==> src/fcd_pkg.sv <==
// Package: command codes, counts, reset values and carriers of the floppy command decoder
package fcd_pkg;
   localparam logic [7:0]  OPC_SPECIFY    = 8'h03;
   localparam logic [7:0]  OPC_SENSE      = 8'h04;
   localparam logic [7:0]  OPC_SEEK       = 8'h0F;
   localparam logic [7:0]  OPC_DUMP       = 8'h0E;
   localparam logic [7:0]  OPC_CONFIG     = 8'h13;
   localparam logic [7:0]  OPC_PERP       = 8'h12;
   localparam logic [6:0]  OPC_LOCK       = 7'h14;
   localparam logic [4:0]  XOP_READ_ID    = 5'h0A;
   localparam logic [4:0]  XOP_READ       = 5'h06;
   localparam logic [4:0]  XOP_READ_DEL   = 5'h0C;
   localparam logic [4:0]  XOP_WRITE      = 5'h05;
   localparam logic [4:0]  XOP_WRITE_DEL  = 5'h09;
   localparam logic [4:0]  XOP_READ_TRK   = 5'h02;
   localparam logic [4:0]  XOP_VERIFY     = 5'h16;
   localparam logic [4:0]  XOP_FORMAT     = 5'h0D;
   localparam logic [3:0]  NPAR_NONE      = 4'h0;
   localparam logic [3:0]  NPAR_ONE       = 4'h1;
   localparam logic [3:0]  NPAR_TWO       = 4'h2;
   localparam logic [3:0]  NPAR_CONFIG    = 4'h3;
   localparam logic [3:0]  NPAR_FORMAT    = 4'h5;
   localparam logic [3:0]  NPAR_XFER      = 4'h8;
   localparam logic [3:0]  NRES_ONE       = 4'h1;
   localparam logic [3:0]  NRES_ID        = 4'h7;
   localparam logic [3:0]  NRES_DUMP      = 4'hA;
   localparam int          RES_DEPTH      = 10;
   localparam int          PAR_DEPTH      = 8;
   localparam int          PI_SEL         = 0;
   localparam int          PI_CYL         = 1;
   localparam int          PI_HEAD        = 2;
   localparam int          PI_SECT        = 3;
   localparam int          PI_SIZE        = 4;
   localparam int          PI_EOT         = 5;
   localparam int          PI_FMT_SC      = 2;
   localparam int          PI_CFG         = 1;
   localparam int          PI_PRECOMP_START_TRACK      = 2;
   localparam int          LOCK_RES_BIT   = 4;
   localparam int          PERP_OW_BIT    = 7;
   localparam int          CFG_EIS_BIT    = 6;
   localparam logic [7:0]  ST0_INVALID    = 8'h80;
   localparam logic [7:0]  ST0_SEEK_FAIL  = 8'h50;
   localparam logic [7:0]  BYTE_ZERO      = 8'h00;
   localparam logic [7:0]  CFG_RST        = 8'h00;
   localparam logic [7:0]  PRECOMP_START_TRACK_RST     = 8'h00;
   localparam logic [5:0]  PERP_RST       = 6'h00;
   localparam logic [15:0] TIMING_RST     = 16'h0000;

   typedef enum logic [2:0] {
      ST_IDLE = 3'b000, ST_PARAM = 3'b001, ST_DISP = 3'b010, ST_SEEK = 3'b011,
      ST_READ_ID = 3'b100, ST_XFER = 3'b101, ST_RESULT = 3'b110
   } fcd_state_t;

   typedef enum logic [3:0] {
      CL_SPECIFY = 4'b0000, CL_SENSE = 4'b0001, CL_SEEK = 4'b0010, CL_DUMP = 4'b0011,
      CL_CONFIG = 4'b0100, CL_PERP = 4'b0101, CL_LOCK = 4'b0110, CL_READ_ID = 4'b0111,
      CL_XFER = 4'b1000, CL_FORMAT = 4'b1001, CL_INVALID = 4'b1010
   } fcd_class_t;

   typedef struct packed {
      logic [7:0] status_byte_zero;
      logic [7:0] status_byte_one;
      logic [7:0] status_byte_two;
   } fcd_stat_t;

   typedef struct packed {
      logic [7:0] cyl;
      logic [7:0] head;
      logic [7:0] sector;
      logic [7:0] size;
   } fcd_id_t;

   typedef struct packed {
      logic [7:0] opcode;
      logic [7:0] select;
      logic [7:0] cyl;
      logic [7:0] head;
      logic [7:0] sector;
      logic [7:0] size;
      logic [7:0] final_sector_number;
      logic [7:0] gap_len;
      logic [7:0] data_len;
   } fcd_xfer_t;

   typedef struct packed {
      logic [3:0] step_rate_time;
      logic [3:0] head_unload_time;
      logic [6:0] head_load_time;
      logic       non_dma;
   } fcd_timing_t;
endpackage : fcd_pkg

==> src/fcd_decoder.sv <==
// Floppy command decoder: command, execution and result phases of housekeeping, read ID, format and transfer commands
// Overview of operation
// - Sense drive status returns one byte, the selected drive's state, no execution.
// - Seek steps selected drive to target cylinder, no result phase.
// - Read ID captures first good ID field on current cylinder.
// - Read ID returns status bytes zero to two, then cylinder, head, sector, size.
// - Unassigned opcode enters standby and returns one byte 80h.
// - Dump shared slot holds sectors-per-cylinder after a format command.
// - Dump shared slot holds final sector number after a read or write.
// - Perpendicular drive bits go out on perp_drives, never touching drive select outputs.
// - All transfer commands take the same parameters and return the same results.
// - Transfer commands are told apart only by low five opcode bits.
// - With implied seek enabled, seek to command cylinder before transfer.
// - Implied seek needs no extra bytes or host action.
// - Drive busy flag is set while the seek portion runs.
// - Failed implied seek reports error in status zero and failing cylinder.
module fcd_decoder
(
   input  wire  logic               sys_clk,
   input  wire  logic               srst,
   input  wire  logic               cmd_valid,
   input  wire  logic [7:0]         cmd_data,
   output logic                     cmd_ready,
   output logic                     res_valid,
   output logic [7:0]               res_data,
   input  wire  logic               res_pop,
   input  wire  logic [7:0]         drive_state_byte,
   output logic [1:0]               drive_sel,
   output logic                     head_select,
   output logic                     seek_req,
   output logic [7:0]               seek_cyl,
   input  wire  logic               seek_done,
   input  wire  logic               seek_fail,
   input  wire  logic [7:0]         seek_fail_cyl,
   output logic                     id_req,
   input  wire  logic               id_done,
   input  wire  fcd_pkg::fcd_stat_t id_stat,
   input  wire  fcd_pkg::fcd_id_t   id_field,
   output logic                     xfer_req,
   output fcd_pkg::fcd_xfer_t       xfer_cmd,
   input  wire  logic               xfer_done,
   input  wire  fcd_pkg::fcd_stat_t xfer_stat,
   input  wire  fcd_pkg::fcd_id_t   xfer_id,
   output logic [3:0]               drive_busy,
   output logic                     standby,
   output fcd_pkg::fcd_timing_t     timing,
   output logic                     implied_seek_enable,
   output logic [3:0]               perp_drives,
   output logic                     lock_state
);
   import fcd_pkg::*;

   fcd_state_t  state_r, state_nxt;
   fcd_class_t  cls_r, cls_nxt;
   logic [7:0]  opc_r, opc_nxt;
   logic [7:0]  par_r [0:PAR_DEPTH-1];
   logic [7:0]  par_nxt [0:PAR_DEPTH-1];
   logic [3:0]  pcnt_r, pcnt_nxt, pneed_r, pneed_nxt, rcnt_r, rcnt_nxt;
   logic [7:0]  res_r [0:RES_DEPTH-1];
   logic [7:0]  res_nxt [0:RES_DEPTH-1];
   logic [7:0]  pcn_r [0:3];
   logic [7:0]  pcn_nxt [0:3];
   logic [1:0]  sel_r, sel_nxt;
   logic        hds_r, hds_nxt;
   logic        seek_req_r, seek_req_nxt, id_req_r, id_req_nxt, xfer_req_r, xfer_req_nxt;
   logic [7:0]  seek_cyl_r, seek_cyl_nxt;
   logic        standby_r, standby_nxt, lock_r, lock_nxt, last_fmt_r, last_fmt_nxt;
   logic [7:0]  cfg_r, cfg_nxt, precomp_start_track_r, precomp_start_track_nxt, sc_r, sc_nxt, eot_r, eot_nxt;
   logic [5:0]  perp_r, perp_nxt;
   fcd_timing_t timing_r, timing_nxt;
   fcd_class_t  in_cls;

   function automatic fcd_class_t cmd_class(input logic [7:0] op);
      fcd_class_t c;
      c = CL_INVALID;
      if (op == OPC_SPECIFY) c = CL_SPECIFY;
      else if (op == OPC_SENSE) c = CL_SENSE;
      else if (op == OPC_SEEK) c = CL_SEEK;
      else if (op == OPC_DUMP) c = CL_DUMP;
      else if (op == OPC_CONFIG) c = CL_CONFIG;
      else if (op == OPC_PERP) c = CL_PERP;
      else if (op[6:0] == OPC_LOCK) c = CL_LOCK;
      else if (op[4:0] == XOP_READ_ID && !op[7] && !op[5]) c = CL_READ_ID;
      else if (op[4:0] == XOP_FORMAT && !op[7] && !op[5]) c = CL_FORMAT;
      else if (op[4:0] == XOP_READ || op[4:0] == XOP_READ_DEL || op[4:0] == XOP_WRITE
               || op[4:0] == XOP_WRITE_DEL || op[4:0] == XOP_READ_TRK
               || op[4:0] == XOP_VERIFY) c = CL_XFER;
      return c;
   endfunction : cmd_class

   function automatic logic [3:0] param_count(input fcd_class_t c);
      logic [3:0] n;
      n = NPAR_NONE;
      if (c == CL_SENSE || c == CL_PERP || c == CL_READ_ID) n = NPAR_ONE;
      else if (c == CL_SPECIFY || c == CL_SEEK) n = NPAR_TWO;
      else if (c == CL_CONFIG) n = NPAR_CONFIG;
      else if (c == CL_FORMAT) n = NPAR_FORMAT;
      else if (c == CL_XFER) n = NPAR_XFER;
      return n;
   endfunction : param_count

   function automatic logic has_sel(input fcd_class_t c);
      return c == CL_SENSE || c == CL_SEEK || c == CL_READ_ID || c == CL_XFER
             || c == CL_FORMAT;
   endfunction : has_sel

   assign in_cls = cmd_class(cmd_data);

   always_comb
   begin
      state_nxt = state_r;
      cls_nxt = cls_r;
      opc_nxt = opc_r;
      par_nxt = par_r;
      pcnt_nxt = pcnt_r;
      pneed_nxt = pneed_r;
      rcnt_nxt = rcnt_r;
      res_nxt = res_r;
      pcn_nxt = pcn_r;
      sel_nxt = sel_r;
      hds_nxt = hds_r;
      seek_req_nxt = 1'b0;
      id_req_nxt = 1'b0;
      xfer_req_nxt = 1'b0;
      seek_cyl_nxt = seek_cyl_r;
      standby_nxt = standby_r;
      lock_nxt = lock_r;
      last_fmt_nxt = last_fmt_r;
      cfg_nxt = cfg_r;
      precomp_start_track_nxt = precomp_start_track_r;
      sc_nxt = sc_r;
      eot_nxt = eot_r;
      perp_nxt = perp_r;
      timing_nxt = timing_r;
      unique case (state_r)
         ST_IDLE:
         begin
            if (cmd_valid)
            begin
               opc_nxt = cmd_data;
               cls_nxt = in_cls;
               pcnt_nxt = NPAR_NONE;
               pneed_nxt = param_count(in_cls);
               standby_nxt = (in_cls == CL_INVALID);
               state_nxt = (param_count(in_cls) == NPAR_NONE) ? ST_DISP : ST_PARAM;
            end
         end
         ST_PARAM:
         begin
            if (cmd_valid)
            begin
               par_nxt[pcnt_r[2:0]] = cmd_data;
               if (pcnt_r == NPAR_NONE && has_sel(cls_r))
               begin
                  sel_nxt = cmd_data[1:0];
                  hds_nxt = cmd_data[2];
               end
               pcnt_nxt = pcnt_r + NPAR_ONE;
               if (pcnt_r + NPAR_ONE == pneed_r)
                  state_nxt = ST_DISP;
            end
         end
         ST_DISP:
         begin
            state_nxt = ST_RESULT;
            rcnt_nxt = NRES_ONE;
            unique case (cls_r)
               CL_SPECIFY:
               begin
                  timing_nxt = {par_r[0], par_r[1]};
                  state_nxt = ST_IDLE;
               end
               CL_SENSE: res_nxt[0] = drive_state_byte;
               CL_SEEK:
               begin
                  seek_req_nxt = 1'b1;
                  seek_cyl_nxt = par_r[PI_CYL];
                  state_nxt = ST_SEEK;
               end
               CL_DUMP:
               begin
                  for (int i = 0; i < 4; i++)
                     res_nxt[i] = pcn_r[i];
                  res_nxt[4] = timing_r[15:8];
                  res_nxt[5] = timing_r[7:0];
                  res_nxt[6] = last_fmt_r ? sc_r : eot_r;
                  res_nxt[7] = {lock_r, 1'b0, perp_r};
                  res_nxt[8] = cfg_r;
                  res_nxt[9] = precomp_start_track_r;
                  rcnt_nxt = NRES_DUMP;
               end
               CL_CONFIG:
               begin
                  cfg_nxt = par_r[PI_CFG];
                  precomp_start_track_nxt = par_r[PI_PRECOMP_START_TRACK];
                  state_nxt = ST_IDLE;
               end
               CL_PERP:
               begin
                  if (par_r[0][PERP_OW_BIT])
                     perp_nxt[5:2] = par_r[0][5:2];
                  perp_nxt[1:0] = par_r[0][1:0];
                  state_nxt = ST_IDLE;
               end
               CL_LOCK:
               begin
                  lock_nxt = opc_r[7];
                  res_nxt[0] = BYTE_ZERO;
                  res_nxt[0][LOCK_RES_BIT] = opc_r[7];
               end
               CL_READ_ID:
               begin
                  id_req_nxt = 1'b1;
                  state_nxt = ST_READ_ID;
               end
               CL_XFER:
               begin
                  last_fmt_nxt = 1'b0;
                  eot_nxt = par_r[PI_EOT];
                  if (cfg_r[CFG_EIS_BIT])
                  begin
                     seek_req_nxt = 1'b1;
                     seek_cyl_nxt = par_r[PI_CYL];
                     state_nxt = ST_SEEK;
                  end
                  else
                  begin
                     xfer_req_nxt = 1'b1;
                     state_nxt = ST_XFER;
                  end
               end
               CL_FORMAT:
               begin
                  last_fmt_nxt = 1'b1;
                  sc_nxt = par_r[PI_FMT_SC];
                  xfer_req_nxt = 1'b1;
                  state_nxt = ST_XFER;
               end
               default: res_nxt[0] = ST0_INVALID;
            endcase
         end
         ST_SEEK:
         begin
            if (seek_fail)
            begin
               pcn_nxt[sel_r] = seek_fail_cyl;
               state_nxt = ST_IDLE;
               if (cls_r == CL_XFER)
               begin
                  res_nxt[0] = ST0_SEEK_FAIL | {5'h00, hds_r, sel_r};
                  res_nxt[1] = BYTE_ZERO;
                  res_nxt[2] = BYTE_ZERO;
                  res_nxt[3] = seek_fail_cyl;
                  res_nxt[4] = par_r[PI_HEAD];
                  res_nxt[5] = par_r[PI_SECT];
                  res_nxt[6] = par_r[PI_SIZE];
                  rcnt_nxt = NRES_ID;
                  state_nxt = ST_RESULT;
               end
            end
            else if (seek_done)
            begin
               pcn_nxt[sel_r] = seek_cyl_r;
               state_nxt = ST_IDLE;
               if (cls_r == CL_XFER)
               begin
                  xfer_req_nxt = 1'b1;
                  state_nxt = ST_XFER;
               end
            end
         end
         ST_READ_ID:
         begin
            if (id_done)
            begin
               {res_nxt[0], res_nxt[1], res_nxt[2]} = id_stat;
               {res_nxt[3], res_nxt[4], res_nxt[5], res_nxt[6]} = id_field;
               rcnt_nxt = NRES_ID;
               state_nxt = ST_RESULT;
            end
         end
         ST_XFER:
         begin
            if (xfer_done)
            begin
               {res_nxt[0], res_nxt[1], res_nxt[2]} = xfer_stat;
               {res_nxt[3], res_nxt[4], res_nxt[5], res_nxt[6]} = xfer_id;
               rcnt_nxt = NRES_ID;
               state_nxt = ST_RESULT;
            end
         end
         ST_RESULT:
         begin
            if (res_pop)
            begin
               for (int i = 0; i < RES_DEPTH - 1; i++)
                  res_nxt[i] = res_r[i + 1];
               res_nxt[RES_DEPTH-1] = BYTE_ZERO;
               rcnt_nxt = rcnt_r - NRES_ONE;
               if (rcnt_r == NRES_ONE)
                  state_nxt = ST_IDLE;
            end
         end
         default: state_nxt = ST_IDLE;
      endcase
   end

   always_ff @(posedge sys_clk)
   begin
      if (srst)
      begin
         state_r <= ST_IDLE;
         cls_r <= CL_INVALID;
         opc_r <= BYTE_ZERO;
         par_r <= '{default: BYTE_ZERO};
         pcnt_r <= NPAR_NONE;
         pneed_r <= NPAR_NONE;
         rcnt_r <= NPAR_NONE;
         res_r <= '{default: BYTE_ZERO};
         pcn_r <= '{default: BYTE_ZERO};
         sel_r <= 2'h0;
         hds_r <= 1'b0;
         seek_req_r <= 1'b0;
         id_req_r <= 1'b0;
         xfer_req_r <= 1'b0;
         seek_cyl_r <= BYTE_ZERO;
         standby_r <= 1'b0;
         lock_r <= 1'b0;
         last_fmt_r <= 1'b0;
         cfg_r <= CFG_RST;
         precomp_start_track_r <= PRECOMP_START_TRACK_RST;
         sc_r <= BYTE_ZERO;
         eot_r <= BYTE_ZERO;
         perp_r <= PERP_RST;
         timing_r <= TIMING_RST;
      end
      else
      begin
         state_r <= state_nxt;
         cls_r <= cls_nxt;
         opc_r <= opc_nxt;
         par_r <= par_nxt;
         pcnt_r <= pcnt_nxt;
         pneed_r <= pneed_nxt;
         rcnt_r <= rcnt_nxt;
         res_r <= res_nxt;
         pcn_r <= pcn_nxt;
         sel_r <= sel_nxt;
         hds_r <= hds_nxt;
         seek_req_r <= seek_req_nxt;
         id_req_r <= id_req_nxt;
         xfer_req_r <= xfer_req_nxt;
         seek_cyl_r <= seek_cyl_nxt;
         standby_r <= standby_nxt;
         lock_r <= lock_nxt;
         last_fmt_r <= last_fmt_nxt;
         cfg_r <= cfg_nxt;
         precomp_start_track_r <= precomp_start_track_nxt;
         sc_r <= sc_nxt;
         eot_r <= eot_nxt;
         perp_r <= perp_nxt;
         timing_r <= timing_nxt;
      end
   end

   genvar gd;
   generate
      for (gd = 0; gd < 4; gd++)
      begin : g_busy
         assign drive_busy[gd] = (state_r == ST_SEEK) && (sel_r == gd);
      end
   endgenerate

   assign cmd_ready = (state_r == ST_IDLE) || (state_r == ST_PARAM);
   assign res_valid = (state_r == ST_RESULT);
   assign res_data = res_r[0];
   assign drive_sel = sel_r;
   assign head_select = hds_r;
   assign seek_req = seek_req_r;
   assign seek_cyl = seek_cyl_r;
   assign id_req = id_req_r;
   assign xfer_req = xfer_req_r;
   assign xfer_cmd = {opc_r, par_r[0], par_r[1], par_r[2], par_r[3], par_r[4], par_r[5],
                      par_r[6], par_r[7]};
   assign standby = standby_r;
   assign timing = timing_r;
   assign implied_seek_enable = cfg_r[CFG_EIS_BIT];
   assign perp_drives = perp_r[5:2];
   assign lock_state = lock_r;
endmodule : fcd_decoder

==> config.mk <==
export PLATFORM = sky130hd
export DESIGN_NAME = fcd_decoder
export DESIGN_NICKNAME = d
export VERILOG_FILES = /design/src/fcd_pkg.sv /design/src/fcd_decoder.sv
export SDC_FILE = /design/constraint.sdc
export NUM_CORES = 1
export LEC_CHECK = 0
export ABC_CLOCK_PERIOD_IN_PS = 2400
export BUFFER_PORTS_ARGS = -buffer_cell sky130_fd_sc_hd__buf_2
export CORE_MARGIN = 2
export CORE_UTILIZATION = 45
export CTS_BUF_LIST = sky130_fd_sc_hd__clkbuf_4 sky130_fd_sc_hd__clkbuf_8
export DETAILED_ROUTE_END_ITERATION = 10
export PLACE_DENSITY = 0.78
export SYNTH_ARGS = -nofsm -noshare
export SYNTH_HDL_FRONTEND = slang
export SYNTH_SLANG_ARGS = --single-unit
==> constraint.sdc <==
create_clock -name sys_clk -period 2.4 [get_ports sys_clk]
set_clock_uncertainty 0.1 [all_clocks]
set_input_delay 0.36 -clock sys_clk [delete_from_list [all_inputs] [get_ports sys_clk]]
set_output_delay 0.36 -clock sys_clk [all_outputs]
set_load 0.02 [all_outputs]
# After elaboration in Yosys (flattened, before gate mapping)
# Index checks and enable logic that the tools add are counted.
# word_totals
ff_bits	274
output_inout_bits	123
# classes
bitwise_logic	3
add_sub_neg	2
mux	73
n_eq_ne	56
magnitude_cmp	4
n_reduce_logical	60
# op_table
operator	n
56-bit one-hot mux with 5 select lines	1
56-bit two-way mux	4
4-bit two-way mux	23
80-bit two-way mux	1
72-bit two-way mux	1
32-bit bitwise mux	2
64-bit bitwise mux	1
32-bit two-way mux	2
24-bit one-hot mux with 2 select lines	1
3-bit two-way mux	12
8-bit two-way mux	4
8-bit one-hot mux with 4 select lines	1
4-bit by 3-bit equality test with 1-bit output (second input constant)	7
8-bit demux with 3-bit select	1
3-bit one-hot mux with 7 select lines	1
4-bit equality test (second input constant)	5
5-bit by 4-bit equality test with 1-bit output (second input constant)	4
4-bit one-hot mux with 5 select lines	1
2-bit AND reduction	10
2-bit != test (second input constant)	9
8-bit demux with 2-bit select	1
8-bit by 4-bit equality test with 1-bit output (second input constant)	2
8-bit by 5-bit equality test with 1-bit output (second input constant)	2
4-bit logical NOT	4
45 further kinds	98

# Depth between registers and ports, before layout
# depth
depth_word	28
mapped_depth	9
ltp_nobuf	7

# Least setup slack after synthesis
# OpenSTA, ideal clock, no wires.
# synth_timing
kind	input -> register
from	input port cmd_data[2]
to	register state_r[0]
slack_ns	0.285
stages	7
setup_time_ns	0.089
arrival_time_ns	1.927
n_path_buf	1
cell_sequence	buf_6 > or4b_4 > a21o_1 > or2_4 > a221oi_2 > a211oi_1 > o32ai_2
# synth_via
elab_chain_cells	28
# synth_lines
item	line_no	rtl
start, declared	fcd_decoder.sv:22	input wire logic [7:0] cmd_data,
5-bit by 3-bit equality test with 1-bit output / 5-bit by 4-bit equality test with 1-bit output (equally long branches)	fcd_decoder.sv:85	else if (op[4:0] == XOP_READ || op[4:0] == XOP_READ_DEL || op[4:0] == XOP_WRITE
1-bit logical OR (2 in a row)	fcd_decoder.sv:85	
1-bit logical OR (2 in a row)	fcd_decoder.sv:86	|| op[4:0] == XOP_WRITE_DEL || op[4:0] == XOP_READ_TRK
1-bit logical OR	fcd_decoder.sv:87	|| op[4:0] == XOP_VERIFY) c = CL_XFER;
2-bit two-way mux	fcd_decoder.sv:85	
2-bit two-way mux	fcd_decoder.sv:84	else if (op[4:0] == XOP_FORMAT && !op[7] && !op[5]) c = CL_FORMAT;
4-bit two-way mux	fcd_decoder.sv:83	else if (op[4:0] == XOP_READ_ID && !op[7] && !op[5]) c = CL_READ_ID;
4-bit two-way mux	fcd_decoder.sv:82	else if (op[6:0] == OPC_LOCK) c = CL_LOCK;
[10 not listed]	-	
4-bit two-way mux	fcd_decoder.sv:95	else if (c == CL_SPECIFY || c == CL_SEEK) n = NPAR_TWO;
4-bit two-way mux *	fcd_decoder.sv:94	if (c == CL_SENSE || c == CL_PERP || c == CL_READ_ID) n = NPAR_ONE;
4-bit two-way mux *	fcd_decoder.sv:138	if (cmd_valid)
4-bit two-way mux *	fcd_decoder.sv:135	unique case (state_r)
4-bit logical NOT *	fcd_decoder.sv:145	state_nxt = (param_count(in_cls) == NPAR_NONE) ? ST_DISP : ST_PARAM;
2-bit two-way mux *	fcd_decoder.sv:145	
3-bit two-way mux *	fcd_decoder.sv:138	
3-bit one-hot mux with 7 select lines *	fcd_decoder.sv:135	
end signal, assigned	fcd_decoder.sv:339	state_r <= state_nxt;
end, declared	fcd_decoder.sv:53	fcd_state_t state_r, state_nxt;
# Mark *: on every way between the ends. The rest lies on a longest branch, timed or not. The select of a mux whose other input is x is not followed.
# A chain may end at the register's enable or synchronous reset.

# Final worst setup path
# layout_timing
from	register state_r[0]
to	output port res_valid
# layout_via
elab_chain_cells	1
# layout_lines
item	line_no	rtl
3-bit equality test	fcd_decoder.sv:375	assign res_valid = (state_r == ST_RESULT);
end, declared	fcd_decoder.sv:24	output logic res_valid,
# No other way between the ends.

==> flow_metrics.tcl <==
set metrics [dict create \
    whs_ns 0.09720 \
    maxCapViolCount 0 \
    dieArea_mm2 0.02931 \
    num_vias 12310 \
    synth-seq-area-share 0.4360 \
    synth_edf_count 0 \
    cp.required_ns 1.94 \
    worst_slew_pin_slew_ns 0.8593 \
    synth_cells 1467 \
    status "complete, no violations" \
    nets 1880 \
    peakVddDrop_mv 0.6319 \
    synth_area_leaders "dfxtp_1 (44%), mux2i_1 (11%), nor2_1 (7.5%)" \
    leakage_nw 6.744 \
    r2r-start "pcnt_r[1]$_SDFFE_PP0P_" \
    clockRootBuffer "clkbuf_8" \
    worstPathArrival_ns 1.84 \
    syn_nets 1615 \
    finalSetupTns_ns 0 \
    clock_latency_ns 0.57 \
    gp_congestion 0.9118 \
    grtUsageMet3 0.05844 \
    grt_pass1_vias 11150 \
    area_growth_pct 24.71 \
    async_flop_share 0 \
    syn_avg_cell_area_um2 8.575 \
    drt-initial-drc-count 1302 \
    startpoint "state_r[0]$_SDFFE_PP0P_" \
    finalCritPeriodShare 0.9565 \
    antenna_found_initial 1 \
    synth-seq-cells 274 \
    pwr-share-clk 0.309 \
    rr_worst_depth 8 \
    synth_most_common_cell "dfxtp_1" \
    sw_frac_of_total 0.3476 \
    min_from "cmd_valid" \
    holdCritPathClass "input port to flip-flop" \
    r2r_end "state_r[2]$_SDFFE_PP0P_" \
    grtUsageTotal 0.2776 \
    die_w_um 171.2 \
    cp-end-kind "output pin" \
    grt_pass1_wl_um 63020 \
    port_buffers 266 \
    fin_crit_ns 2.295 \
    antenna_left 0 \
    yosys_warnings 0 \
    antenna_cells 0 \
    cts-htree-levels 2 \
    final_cells 2144 \
    setup_viol 0 \
    die_h_um 171.2 \
    rsz0062_at_grt "false" \
    initial_core_util 0.4553 \
    startpoint_type "flip-flop" \
    netlist_top_cells_count "dfxtp_1 (274), nor2_1 (250), nand2_1 (166), mux2i_1 (144), clkbuf_1 (92)" \
    drc 0 \
    maxSlewViolCount 0 \
    wire_per_inst_um 19.81 \
    ioPinCount 267 \
    finalHoldViolations 0 \
    p_sw_mw 4.990 \
    place_inst 2057 \
    clk_path_buf_depth 3 \
    cts_tree "built" \
    grt_use_met2 0.4488 \
    internal-power_mw 9.365 \
    worstSetupPathType "flip-flop to output pin" \
    dr.pass1.iters 6 \
    busiest_layer "met2" \
    final_util 0.5678 \
    dp_hpwl_um 30590 \
    p_comb_frac 0.302 \
    yosysTopAreaCell "dfxtp_1" \
    reg2reg_slack_ns 0.13 \
    vias_per_cell 5.740 \
    use_met1 0.3597 \
    cts.sinks 274 \
    power_density_mw_per_mm2 915.1 \
    endpoint "res_valid" \
    path_max_fanout 29 \
    rows 61 \
    seqPwrFrac 0.389 \
    slew_headroom 0.4272 \
    synth.distinct_cells 71 \
    final_layout_size_suffix_gt1_frac 0.2729 \
    wl_um 42480 \
    syn_area_mm2 0.01258 \
    ys.flop_type "dfxtp_1" \
    yosysTopAreaCellShare 0.4360 \
    grt_remaining_overflow 0 \
    max_clock_freq_mhz 435.6 \
    cts_buffers 46 \
    core_mm2 0.02763 \
    clk_pin_slew_worst_paths_ns 0.07 \
    grt_max_degree 117 \
]
## per-stage QoR
stage | worst slack [ns] | power (mW) | area (µm²)
finish | 0.1045 | 14.36 | 15690
global route | 0.02054 | 15.05 | 15690
CTS | 0.01679 | 14.29 | 15630
detailed placement | 0.05406 | 9.849 | 14600
global placement | 0.1386 | 9.736 | 14600
floorplan | 0.2847 | 8.505 | 12580
## cell usage in the layout, fill, tap and decap left out, drive strengths merged, types with 8 or more instances in the layout
cell type / Yosys / routed
a211oi: 89 / 89
a21oi: 70 / 70
a221oi: 13 / 13
a22o: 8 / 8
a22oi: 75 / 75
a311oi: 25 / 25
buf: 45 / 353
clkbuf: 92 / 76
dfxtp: 274 / 274
inv: 13 / 14
mux2: 11 / 11
mux2i: 144 / 144
nand2: 166 / 166
nand3: 36 / 36
nor2: 251 / 251
nor3: 19 / 19
o21ai: 36 / 36
## cells by family after synthesis
logic type,count (synthesis),share of synthesized area
multiplexers,155,0.1244
flip-flops,274,0.4360
adder cells (fa/ha/maj),4,0.003979
buffers and inverters,151,0.05262
AO/OA/AOI/OAI,348,0.1951
XOR/XNOR,9,0.006267
AND/OR/NAND/NOR,526,0.1815
## state kept, by name, indices dropped and copies added (netlist names), 2 cells and up
name,cells
res_r,72
xfer_cmd,64
pcn_r,32
timing,16
cfg_r,8
eot_r,8
opc_r,8
precomp_start_track_r,8
res_data,8
sc_r,8
seek_cyl,8
perp_r,6
cls_r,4
pcnt_r,4
pneed_r,4
rcnt_r,4
state_r,3
drive_sel,2
## repair_timing
action | CTS | global route
endpoints found under the setup margin | 5 | 63
setup buffers | 2 | 3
hold buffers | 0 | 0
gates resized for setup | 7 | 9
pin swaps | 1 | 4
## worst max-delay path: stages, from the launching register on
cell and delay, ns:
dfxtp_2 0.35, buf_12 0.17, nand3b_1 0.24, clkinv_1 0.11, buf_6 0.21, buf_2 0.20
## cell type report
cell class                      instances  area (µm²)
Clock buffer                           75       919.6
Timing Repair Buffer                  354        2186
Clock inverter                          7       75.07
Tap cell                              378       473.0
Multi-Input combinational cell       1042        6490
Fill cell                            2418       11940
Inverter                               14       52.55
Sequential cell                       274        5492
## per-layer routing
| metal | share of wire | routed length [µm] |
|---|---|---|
| met5 | 0.00021 | 9 |
| met2 | 0.46 | 19560 |
| met3 | 0.093 | 3946 |
| met4 | 0.041 | 1723 |
| met1 | 0.41 | 17250 |
## worst min-delay path by stage
stage / end / depth (start not counted)
floorplan: res_r[22]$_SDFFE_PP0P_ / 2
global placement: opc_r[1]$_SDFFE_PP0P_ / 2
detailed placement: standby$_SDFFE_PP0P_ / 2
CTS: pcnt_r[1]$_SDFFE_PP0P_ / 3
global route: pcnt_r[1]$_SDFFE_PP0P_ / 3
finish: pcnt_r[1]$_SDFFE_PP0P_ / 3
## power by group through the flow
stage / sequential, mW / combinational, mW / clock, mW
5_1_grt: 5.63 / 4.70 / 4.71
2_1_floorplan: 5.53 / 2.98 / 0
4_1_cts: 5.57 / 4.24 / 4.48
6_report: 5.59 / 4.34 / 4.43
3_5_place_dp: 5.66 / 4.19 / 0
3_3_place_gp: 5.63 / 4.10 / 0
No activity file was read; power rests on OpenSTA's default activity.
